==> src/common/cmp_pkg.sv <==
// Shared constants for the comparator control block
`default_nettype none
package cmp_pkg;
  // Register byte addresses on the Avalon-MM slave
  localparam logic [3:0] CONTROL_ADDR = 4'h0;
  localparam logic [3:0] MODE_ADDR    = 4'h4;
  // Control register fields
  localparam int CTL_EN_BIT    = 7;
  localparam int CTL_STATE_BIT = 6;
  localparam int CTL_RISE_BIT  = 5;
  localparam int CTL_FALL_BIT  = 4;
  localparam int CTL_HYP_LSB   = 2;
  localparam int CTL_HYN_LSB   = 0;
  // Mode register fields
  localparam int MD_RIE_BIT    = 5;
  localparam int MD_FIE_BIT    = 4;
  localparam int MD_RESP_LSB   = 0;
  // Values after reset
  localparam logic [7:0] CONTROL_RST = 8'h00;
  localparam logic [7:0] MODE_RST    = 8'h02;
  // Writable bits of each register; all others read zero except control bit 6, which reads the synchronised state
  localparam logic [7:0] CONTROL_WMASK = 8'hBF;
  localparam logic [7:0] MODE_WMASK    = 8'h33;
  // Synchroniser depth
  localparam int SYNC_STAGES = 2;

  // Hysteresis settings: disabled, 5, 10, 20 mV
  typedef enum logic [1:0] {
    HYST_OFF  = 2'b00,
    HYST_5MV  = 2'b01,
    HYST_10MV = 2'b10,
    HYST_20MV = 2'b11
  } hyst_sel_t;

  // Response time, fastest to slowest
  typedef enum logic [1:0] {
    RESP_FASTEST = 2'b00,
    RESP_FAST    = 2'b01,
    RESP_SLOW    = 2'b10,
    RESP_SLOWEST = 2'b11
  } resp_sel_t;
endpackage
`default_nettype wire

==> src/common/edge_if.sv <==
// Synchronised comparator sample and edge events
`default_nettype none
interface edge_if;
  logic sync_level;
  logic rise_pulse;
  logic fall_pulse;
  modport producer (output sync_level, output rise_pulse, output fall_pulse);
  modport consumer (input sync_level, input rise_pulse, input fall_pulse);
endinterface
`default_nettype wire

==> src/hdl/cmp_ctrl.sv <==
// Comparator control: registers, outputs, edge flags and interrupt request
`default_nettype none
module cmp_ctrl
  import cmp_pkg::*;
(
  input  wire logic        clock_i,
  input  wire logic        rst_n_i,
  input  wire logic [3:0]  avs_address_i,
  input  wire logic        avs_read_i,
  input  wire logic        avs_write_i,
  input  wire logic [31:0] avs_writedata_i,
  input  wire logic [3:0]  avs_byteenable_i,
  output logic [31:0]      avs_readdata_o,
  output logic             avs_waitrequest_o,
  output logic [1:0]       avs_response_o,
  input  wire logic        cmp_result_i,
  output logic             cmp_power_en_o,
  output logic [1:0]       pos_hyst_sel_o,
  output logic [1:0]       neg_hyst_sel_o,
  output logic [1:0]       resp_time_sel_o,
  output logic             cmp_sync_out_o,
  output logic             cmp_raw_out_o,
  output logic             cmp_irq_o
);

  ////////////////////////////////////////////////////////////////////////////
  // Register state

  logic            cmp_enable_bit_ff;
  logic [1:0]      pos_hyst_sel_ff;
  logic [1:0]      neg_hyst_sel_ff;
  logic            rise_irq_en_ff;
  logic            fall_irq_en_ff;
  logic [1:0]      resp_time_sel_ff;
  logic            ack_ff;
  logic [31:0]     rdata_ff;
  logic            rise_edge_flag;
  logic            fall_edge_flag;

  edge_if ev ();

  ////////////////////////////////////////////////////////////////////////////
  // Avalon-MM decode: one wait cycle, answer on the second edge

  function automatic logic hit(input logic [3:0] a, input logic [3:0] r);
    return a == r;
  endfunction

  wire req        = avs_read_i | avs_write_i;
  wire sel_ctl    = hit(avs_address_i, CONTROL_ADDR);
  wire sel_mode   = hit(avs_address_i, MODE_ADDR);
  wire mapped     = sel_ctl | sel_mode;
  wire wr_take    = avs_write_i & ack_ff & avs_byteenable_i[0];
  wire wr_ctl     = wr_take & sel_ctl;
  wire wr_mode    = wr_take & sel_mode;
  wire [7:0] wval = avs_writedata_i[7:0];

  assign avs_waitrequest_o = req & ~ack_ff;
  assign avs_response_o    = mapped ? 2'b00 : 2'b10;

  always_ff @(posedge clock_i or negedge rst_n_i) begin
    if (!rst_n_i) begin
      ack_ff <= 1'b0;
    end else begin
      ack_ff <= req & ~ack_ff;
    end
  end

  ////////////////////////////////////////////////////////////////////////////
  // Control and mode registers

  always_ff @(posedge clock_i or negedge rst_n_i) begin
    if (!rst_n_i) begin
      cmp_enable_bit_ff <= CONTROL_RST[CTL_EN_BIT];
      pos_hyst_sel_ff   <= CONTROL_RST[CTL_HYP_LSB +: 2];
      neg_hyst_sel_ff   <= CONTROL_RST[CTL_HYN_LSB +: 2];
    end else if (wr_ctl) begin
      cmp_enable_bit_ff <= wval[CTL_EN_BIT];
      pos_hyst_sel_ff   <= wval[CTL_HYP_LSB +: 2];
      neg_hyst_sel_ff   <= wval[CTL_HYN_LSB +: 2];
    end
  end

  always_ff @(posedge clock_i or negedge rst_n_i) begin
    if (!rst_n_i) begin
      rise_irq_en_ff   <= MODE_RST[MD_RIE_BIT];
      fall_irq_en_ff   <= MODE_RST[MD_FIE_BIT];
      resp_time_sel_ff <= MODE_RST[MD_RESP_LSB +: 2];
    end else if (wr_mode) begin
      rise_irq_en_ff   <= wval[MD_RIE_BIT];
      fall_irq_en_ff   <= wval[MD_FIE_BIT];
      resp_time_sel_ff <= wval[MD_RESP_LSB +: 2];
    end
  end

  // Settings steer the analog front end
  assign cmp_power_en_o  = cmp_enable_bit_ff;
  assign pos_hyst_sel_o  = pos_hyst_sel_ff;
  assign neg_hyst_sel_o  = neg_hyst_sel_ff;
  assign resp_time_sel_o = resp_time_sel_ff;

  ////////////////////////////////////////////////////////////////////////////
  // Synchroniser, edge flags

  // Gate the input so a powered-down front end yields no edges
  wire raw_gated = cmp_result_i & cmp_enable_bit_ff;

  cmp_sync_edge u_sync (
    .clock_i (clock_i),
    .rst_n_i (rst_n_i),
    .raw_i   (raw_gated),
    .ev      (ev)
  );

  // Spurious edges after mode changes are flagged like real ones
  cmp_flags u_flags (
    .clock_i     (clock_i),
    .rst_n_i     (rst_n_i),
    .ev          (ev),
    .clr_rise_i  (wr_ctl),
    .clr_fall_i  (wr_ctl),
    .wr_rise_i   (wval[CTL_RISE_BIT]),
    .wr_fall_i   (wval[CTL_FALL_BIT]),
    .rise_flag_o (rise_edge_flag),
    .fall_flag_o (fall_edge_flag)
  );

  ////////////////////////////////////////////////////////////////////////////
  // Outputs

  // Raw path is combinational so it works with the clock stopped
  assign cmp_raw_out_o  = raw_gated;
  assign cmp_sync_out_o = ev.sync_level & cmp_enable_bit_ff;
  assign cmp_irq_o      = (rise_edge_flag & rise_irq_en_ff) |
                          (fall_edge_flag & fall_irq_en_ff);

  ////////////////////////////////////////////////////////////////////////////
  // Read data

  wire [7:0] ctl_rd = {cmp_enable_bit_ff, ev.sync_level, rise_edge_flag,
                       fall_edge_flag, pos_hyst_sel_ff, neg_hyst_sel_ff};
  wire [7:0] mode_rd = {2'b00, rise_irq_en_ff, fall_irq_en_ff, 2'b00,
                        resp_time_sel_ff};
  wire [7:0] rd_sel = sel_ctl ? ctl_rd : (sel_mode ? mode_rd : 8'h00);

  always_ff @(posedge clock_i or negedge rst_n_i) begin
    if (!rst_n_i) begin
      rdata_ff <= 32'h0000_0000;
    end else begin
      rdata_ff <= {24'h00_0000, rd_sel};
    end
  end

  assign avs_readdata_o = rdata_ff;

  ////////////////////////////////////////////////////////////////////////////
  // Assertions

  // Pin outputs, synchroniser and edge flags

  a_sync_low_disabled: assert property (@(posedge clock_i) disable iff (!rst_n_i)
    !cmp_enable_bit_ff |-> !cmp_sync_out_o && !cmp_raw_out_o)
    else $error("port output high while disabled");

  a_raw_follows: assert property (@(posedge clock_i) disable iff (!rst_n_i)
    cmp_enable_bit_ff |-> cmp_raw_out_o == cmp_result_i)
    else $error("raw output does not follow the result");

  a_rise_sets_flag: assert property (@(posedge clock_i) disable iff (!rst_n_i)
    ev.rise_pulse |=> rise_edge_flag)
    else $error("rising edge did not set flag");

  a_fall_sets_flag: assert property (@(posedge clock_i) disable iff (!rst_n_i)
    ev.fall_pulse |=> fall_edge_flag)
    else $error("falling edge did not set flag");

  a_flag_sticky: assert property (@(posedge clock_i) disable iff (!rst_n_i)
    rise_edge_flag && !wr_ctl |=> rise_edge_flag)
    else $error("rising flag dropped without a write");

  a_fall_sticky: assert property (@(posedge clock_i) disable iff (!rst_n_i)
    fall_edge_flag && !wr_ctl |=> fall_edge_flag)
    else $error("falling flag dropped without a write");

  a_rise_clear: assert property (@(posedge clock_i) disable iff (!rst_n_i)
    wr_ctl && !wval[CTL_RISE_BIT] && !ev.rise_pulse |=> !rise_edge_flag)
    else $error("rising flag not cleared by write");

  a_fall_clear: assert property (@(posedge clock_i) disable iff (!rst_n_i)
    wr_ctl && !wval[CTL_FALL_BIT] && !ev.fall_pulse |=> !fall_edge_flag)
    else $error("falling flag not cleared by write");

  a_sync_two_stage: assert property (@(posedge clock_i) disable iff (!rst_n_i)
    $rose(raw_gated) ##1 raw_gated |=> ev.sync_level)
    else $error("synchroniser latency wrong");

  a_sync_fall_two: assert property (@(posedge clock_i) disable iff (!rst_n_i)
    $fell(raw_gated) ##1 !raw_gated |=> !ev.sync_level)
    else $error("synchroniser fall latency wrong");

  // Interrupt request

  a_irq_rise_gate: assert property (@(posedge clock_i) disable iff (!rst_n_i)
    cmp_irq_o |-> (rise_edge_flag && rise_irq_en_ff) ||
                  (fall_edge_flag && fall_irq_en_ff))
    else $error("interrupt without enabled flag");

  a_irq_fall_raise: assert property (@(posedge clock_i) disable iff (!rst_n_i)
    fall_edge_flag && fall_irq_en_ff |-> cmp_irq_o)
    else $error("enabled falling flag gave no interrupt");

  a_rise_irq_fire: assert property (@(posedge clock_i) disable iff (!rst_n_i)
    ev.rise_pulse && rise_irq_en_ff && !wr_mode |=> cmp_irq_o)
    else $error("enabled rising edge gave no interrupt");

  a_fall_irq_fire: assert property (@(posedge clock_i) disable iff (!rst_n_i)
    ev.fall_pulse && fall_irq_en_ff && !wr_mode |=> cmp_irq_o)
    else $error("enabled falling edge gave no interrupt");

  a_irq_masked: assert property (@(posedge clock_i) disable iff (!rst_n_i)
    !rise_irq_en_ff && !fall_irq_en_ff |-> !cmp_irq_o)
    else $error("interrupt while both enables are off");

  // Register file and bus timing

  a_enable_lands: assert property (@(posedge clock_i) disable iff (!rst_n_i)
    wr_ctl |=> cmp_enable_bit_ff == $past(wval[CTL_EN_BIT]))
    else $error("enable write did not land");

  a_hyst_lands: assert property (@(posedge clock_i) disable iff (!rst_n_i)
    wr_ctl |=> pos_hyst_sel_ff == $past(wval[CTL_HYP_LSB +: 2]) &&
               neg_hyst_sel_ff == $past(wval[CTL_HYN_LSB +: 2]))
    else $error("hysteresis write did not land");

  a_resp_lands: assert property (@(posedge clock_i) disable iff (!rst_n_i)
    wr_mode |=> resp_time_sel_ff == $past(wval[MD_RESP_LSB +: 2]))
    else $error("response time write did not land");

  a_ctl_hold: assert property (@(posedge clock_i) disable iff (!rst_n_i)
    !wr_ctl |=> $stable({cmp_enable_bit_ff, pos_hyst_sel_ff, neg_hyst_sel_ff}))
    else $error("control settings changed without a write");

  a_mode_hold: assert property (@(posedge clock_i) disable iff (!rst_n_i)
    !wr_mode |=> $stable({rise_irq_en_ff, fall_irq_en_ff, resp_time_sel_ff}))
    else $error("mode settings changed without a write");

  a_byte_gate: assert property (@(posedge clock_i) disable iff (!rst_n_i)
    avs_write_i && !avs_byteenable_i[0] |=> $stable({cmp_enable_bit_ff, resp_time_sel_ff}))
    else $error("write without low byte enable changed a register");

  a_state_readback: assert property (@(posedge clock_i) disable iff (!rst_n_i)
    sel_ctl |=> avs_readdata_o[CTL_STATE_BIT] == $past(ev.sync_level))
    else $error("state bit read back wrong");

  a_flag_readback: assert property (@(posedge clock_i) disable iff (!rst_n_i)
    sel_ctl |=> avs_readdata_o[CTL_RISE_BIT] == $past(rise_edge_flag) &&
                avs_readdata_o[CTL_FALL_BIT] == $past(fall_edge_flag))
    else $error("edge flags read back wrong");

  a_resp_readback: assert property (@(posedge clock_i) disable iff (!rst_n_i)
    sel_mode |=> avs_readdata_o[MD_RESP_LSB +: 2] == $past(resp_time_sel_ff))
    else $error("response time read back wrong");

  a_unused_zero: assert property (@(posedge clock_i) disable iff (!rst_n_i)
    sel_mode |=> avs_readdata_o[7:6] == 2'b00 && avs_readdata_o[3:2] == 2'b00)
    else $error("unused mode bits read nonzero");

  a_high_zero: assert property (@(posedge clock_i) disable iff (!rst_n_i)
    avs_readdata_o[31:8] == 24'h00_0000)
    else $error("upper read data bits nonzero");

  a_unmapped_zero: assert property (@(posedge clock_i) disable iff (!rst_n_i)
    !mapped |=> avs_readdata_o == 32'h0000_0000)
    else $error("unmapped address read nonzero");

  a_unmapped_err: assert property (@(posedge clock_i) disable iff (!rst_n_i)
    req && !mapped |-> avs_response_o == 2'b10)
    else $error("unmapped access gave no error response");

  a_wait_one: assert property (@(posedge clock_i) disable iff (!rst_n_i)
    $rose(req) |-> avs_waitrequest_o ##1 !avs_waitrequest_o)
    else $error("waitrequest timing wrong");

  a_wait_short: assert property (@(posedge clock_i) disable iff (!rst_n_i)
    avs_waitrequest_o |=> !avs_waitrequest_o)
    else $error("waitrequest held for two cycles");

endmodule
`default_nettype wire

==> src/hdl/cmp_flags.sv <==
// Sticky edge flags with software clear; set wins over clear
`default_nettype none
module cmp_flags
  import cmp_pkg::*;
(
  input  wire logic  clock_i,
  input  wire logic  rst_n_i,
  edge_if.consumer   ev,
  input  wire logic  clr_rise_i,
  input  wire logic  clr_fall_i,
  input  wire logic  wr_rise_i,
  input  wire logic  wr_fall_i,
  output logic       rise_flag_o,
  output logic       fall_flag_o
);
  logic rise_ff;
  logic fall_ff;
  logic nxt_rise;
  logic nxt_fall;

  // Software may also set a flag by writing one
  assign nxt_rise = ev.rise_pulse | (clr_rise_i ? wr_rise_i : rise_ff);
  assign nxt_fall = ev.fall_pulse | (clr_fall_i ? wr_fall_i : fall_ff);

  always_ff @(posedge clock_i or negedge rst_n_i) begin
    if (!rst_n_i) begin
      rise_ff <= 1'b0;
      fall_ff <= 1'b0;
    end else begin
      rise_ff <= nxt_rise;
      fall_ff <= nxt_fall;
    end
  end

  assign rise_flag_o = rise_ff;
  assign fall_flag_o = fall_ff;
endmodule
`default_nettype wire

==> src/hdl/cmp_sync_edge.sv <==
// Two-stage synchroniser and edge detector for the raw comparator result
`default_nettype none
module cmp_sync_edge
  import cmp_pkg::*;
(
  input  wire logic  clock_i,
  input  wire logic  rst_n_i,
  input  wire logic  raw_i,
  edge_if.producer   ev
);
  logic meta_ff;
  logic sync_ff;
  logic prev_ff;

  // Only sync_ff reads meta_ff
  always_ff @(posedge clock_i or negedge rst_n_i) begin
    if (!rst_n_i) begin
      meta_ff <= 1'b0;
      sync_ff <= 1'b0;
      prev_ff <= 1'b0;
    end else begin
      meta_ff <= raw_i;
      sync_ff <= meta_ff;
      prev_ff <= sync_ff;
    end
  end

  assign ev.sync_level = sync_ff;
  assign ev.rise_pulse = sync_ff & ~prev_ff;
  assign ev.fall_pulse = ~sync_ff & prev_ff;
endmodule
`default_nettype wire

==> config.mk <==
export PLATFORM = sky130hd
export DESIGN_NAME = cmp_ctrl
export DESIGN_NICKNAME = d
export VERILOG_FILES = /design/src/common/cmp_pkg.sv /design/src/common/edge_if.sv /design/src/hdl/cmp_ctrl.sv /design/src/hdl/cmp_flags.sv /design/src/hdl/cmp_sync_edge.sv
export SDC_FILE = /design/constraint.sdc
export NUM_CORES = 1
export LEC_CHECK = 0
export BUFFER_PORTS_ARGS = -buffer_cell sky130_fd_sc_hd__buf_2
export CORE_MARGIN = 3
export CORE_UTILIZATION = 43
export CTS_BUF_LIST = sky130_fd_sc_hd__clkbuf_2
export DETAILED_ROUTE_END_ITERATION = 8
export PLACE_DENSITY = 0.95
export SLEW_MARGIN = 40
export SYNTH_ARGS = -nofsm -noshare
export SYNTH_HDL_FRONTEND = slang
export SYNTH_SLANG_ARGS = --single-unit
export TNS_END_PERCENT = 100
==> constraint.sdc <==
create_clock -name clock_i -period 3.5 [get_ports clock_i]
set_input_delay 0 -clock clock_i [delete_from_list [all_inputs] [get_ports clock_i]]
set_output_delay 0 -clock clock_i [all_outputs]
set_load 0.1 [all_outputs]
==> results.ini <==
[global_routing]
overflow = 0
grt_pass1_vias = 717
grt_pass1_wl_um = 3350
grt_max_degree = 24
antenna_found_initial = 0
grt_usage = 0.136

[route]
viasPerCell = 4.40
drc = 0
wl_per_cell_um = 12.4
wl_met2_um = 1050
drt_iter0_drc = 7
route.vias.total = 743
route.met3.wl_um = 242
antenna_left = 0
top_layer_used = met4
routed_wl_um = 2100
wl_met1_um = 791
firstDrtPassIters = 4

[yosys]
ys.flop_type = dfrtp_1
synth_top_cells_by_count = buf_4 (25), dfrtp_1 (22), mux2_1 (9), nor2_1 (8), and2_1 (5)
syn-cell-area_um2 = 1110
synth.top_cell.area_share = 0.497
synth_cells = 90
synth_most_common_cell = buf_4
synth.avg_cell_area_um2 = 12.3
synth_top_area_cell = dfrtp_1
synth-edff-count = 0
yosys-top-cells-area = dfrtp_1 (50%), buf_4 (17%), mux2_1 (9.2%), mux2i_1 (3.6%), and2_1 (2.8%)
async_flop_share = 1.00
ys_seq_area_frac = 0.521
synth_cell_types = 19
yosysWarnings = 0
ys_ff_latch = 23

[timing]
slew_violations = 0
fin_skew_ns = 0.00877
period_needed_ns = 1.74
fmax_ghz = 0.574
setup_ws_ns = 1.76
rsz0062_at_grt = false
finalCritPeriodShare = 0.498
setup_viol = 0
finalSetupTns_ns = 0
hold_viol_final = 0

[placed_design]
portBuffers = 36
dpl_cell_area_um2 = 1210
dp_slack_ns = 1.96
gp_congestion = 0.783
dp_cells = 151
dp_hpwl_um = 1550

[cts]
cts_tree = yes
post-cts-setup-buffers = 0
cts_max_level = 1
insertion_delay_ns = 0.33
cts_max_path_buffers = 2
numCtsBuffers = 3
cts_sinks = 23
cts-root-buf = clkbuf_2
clk_pin_slew_ns = 0.21

[finish]
fin_cells = 169
drive_gt1_frac = 0.319
antennaDiodeCount = 0
nets = 187
area_growth_syn_to_layout_pct = 23.8
fillCellCount = 192
fin_area_um2 = 1370

[die]
dieArea_um2 = 3220
dieHeight_um = 56.7
core_area_um2 = 2320
initial_core_util = 0.478
die_w_um = 56.7
rows = 17
io_pins = 90

[worst_setup_path]
worstSetupEndpointType = flop
worstPathArrival_ns = 2.02
cp.required_ns = 3.78
worstSetupPathType = in2reg
cp-start-kind = input pin
crit_fanout = 7

[power]
p_leak_nw = 0.773
power.density_nw_per_um2 = 574
vdd_ir_drop_max_mv = 0.416

[min_path]
hp-class = in2reg

[run]
drv_cap = 0

[outcome]
outcome = complete, no violations

==> through the flow <==
| step | utilization | hold slack (ns) | total power, mW |
|---|---|---|---|
| floorplan | - | -0.296 | 0.648 |
| global placement | 0.521 | -0.0209 | 0.666 |
| detailed placement | 0.521 | -0.00914 | 0.674 |
| CTS | 0.587 | 0.0236 | 0.793 |
| global route | 0.591 | 0.0636 | 0.825 |
| finish | 0.591 | 0.106 | 0.787 |
==> worst paths after layout <==
| path | startpoint | to | slack, ns | cells past startpoint |
|---|---|---|---|---|
| max | avs_address_i[2] | avs_readdata_o[6] | 1.76 | 5 |
| min | avs_address_i[1] | avs_readdata_o[5] | 0.11 | 3 |
| max reg2reg | ack_ff | rise_irq_en_ff | 2.14 | 3 |
| min reg2reg | u_sync.meta_ff | u_sync.ev.sync_level | 0.38 | 0 |
| max in group asynchronous | rst_n_i | resp_time_sel_o[1] | 3.02 | 2 |
| min in group asynchronous | rst_n_i | avs_readdata_o[1] | 0.12 | 2 |
==> cell families (layout without fill, tap and decap cells) <==
kind of cell    Yosys count  after routing  share of synthesized area
compound gates            5              5                     0.0395
buf+inv                  30             57                      0.194
flops                    23             23                      0.521
mux                      13             13                      0.128
other cells               1             25                    0.00339
simple gates             18             18                      0.114
==> metal layers <==
| metal | track usage | vias to the layer above |
|---|---|---|
| li1 | - | 346 |
| met1 | 0.151 | 343 |
| met2 | 0.241 | 52 |
| met3 | 0.0460 | 2 |
| met4 | 0.0464 | 0 |
| met5 | 0 | - |
==> area by class of cell <==
| cell class | count | area [um^2] | area share |
|---|---|---|---|
| sequential | 23 | 577 | 0.421 |
| multi-input combinational | 61 | 405 | 0.296 |
| timing repair buffer | 50 | 320 | 0.234 |
| tap | 28 | 35.0 | 0.0255 |
| clock buffer | 3 | 15.0 | 0.0109 |
| inverter | 3 | 11.3 | 0.00821 |
| clock inverter | 1 | 7.51 | 0.00547 |
==> report_power, final <==
part           total, mW  internal [mW]  leakage [nW]  switching, mW
clock network      0.106         0.0266        0.0126         0.0794
registers          0.319          0.296         0.302         0.0226
logic              0.363         0.0582         0.458          0.304
total              0.787          0.381         0.773          0.406
==> layout by cell type (no fill, tap or decap), drive strengths merged <==
cell         instances
nor2                 9
clkinvlp             1
a22o                 1
dlygate4sd3         14
a221o                2
nor3                 1
mux2i                4
or3                  1
mux2                 9
or4                  1
o21a                 2
and2                 5
clkbuf               3
inv                  3
nand3                1
conb                25
buf                 36
dfstp                1
dfrtp               22
==> state kept, by name, summed over array words and instances (netlist names) <==
register	cells
u_sync.meta_ff	1
u_flags.fall_flag_o	1
u_sync.ev.sync_level	1
cmp_power_en_o	1
u_flags.rise_flag_o	1
ack_ff	1
rise_irq_en_ff	1
fall_irq_en_ff	1
neg_hyst_sel_o	2
u_sync.prev_ff	1
resp_time_sel_o	2
pos_hyst_sel_o	2
avs_readdata_o	8
==> worst max-delay path, stage by stage <==
cell	delay [ns]
dlygate4sd3_1	0.54
buf_2	0.18
or4_4	0.61
dlygate4sd3_1	0.58
nor2_1	0.11
==> timing repair <==
item / 4_1_cts / 5_1_grt
endpoints found under the hold margin: 37 / 2
resized for setup: 0 / 0
hold buffers: 13 / 1
No activity file was read; power rests on OpenSTA's default activity.
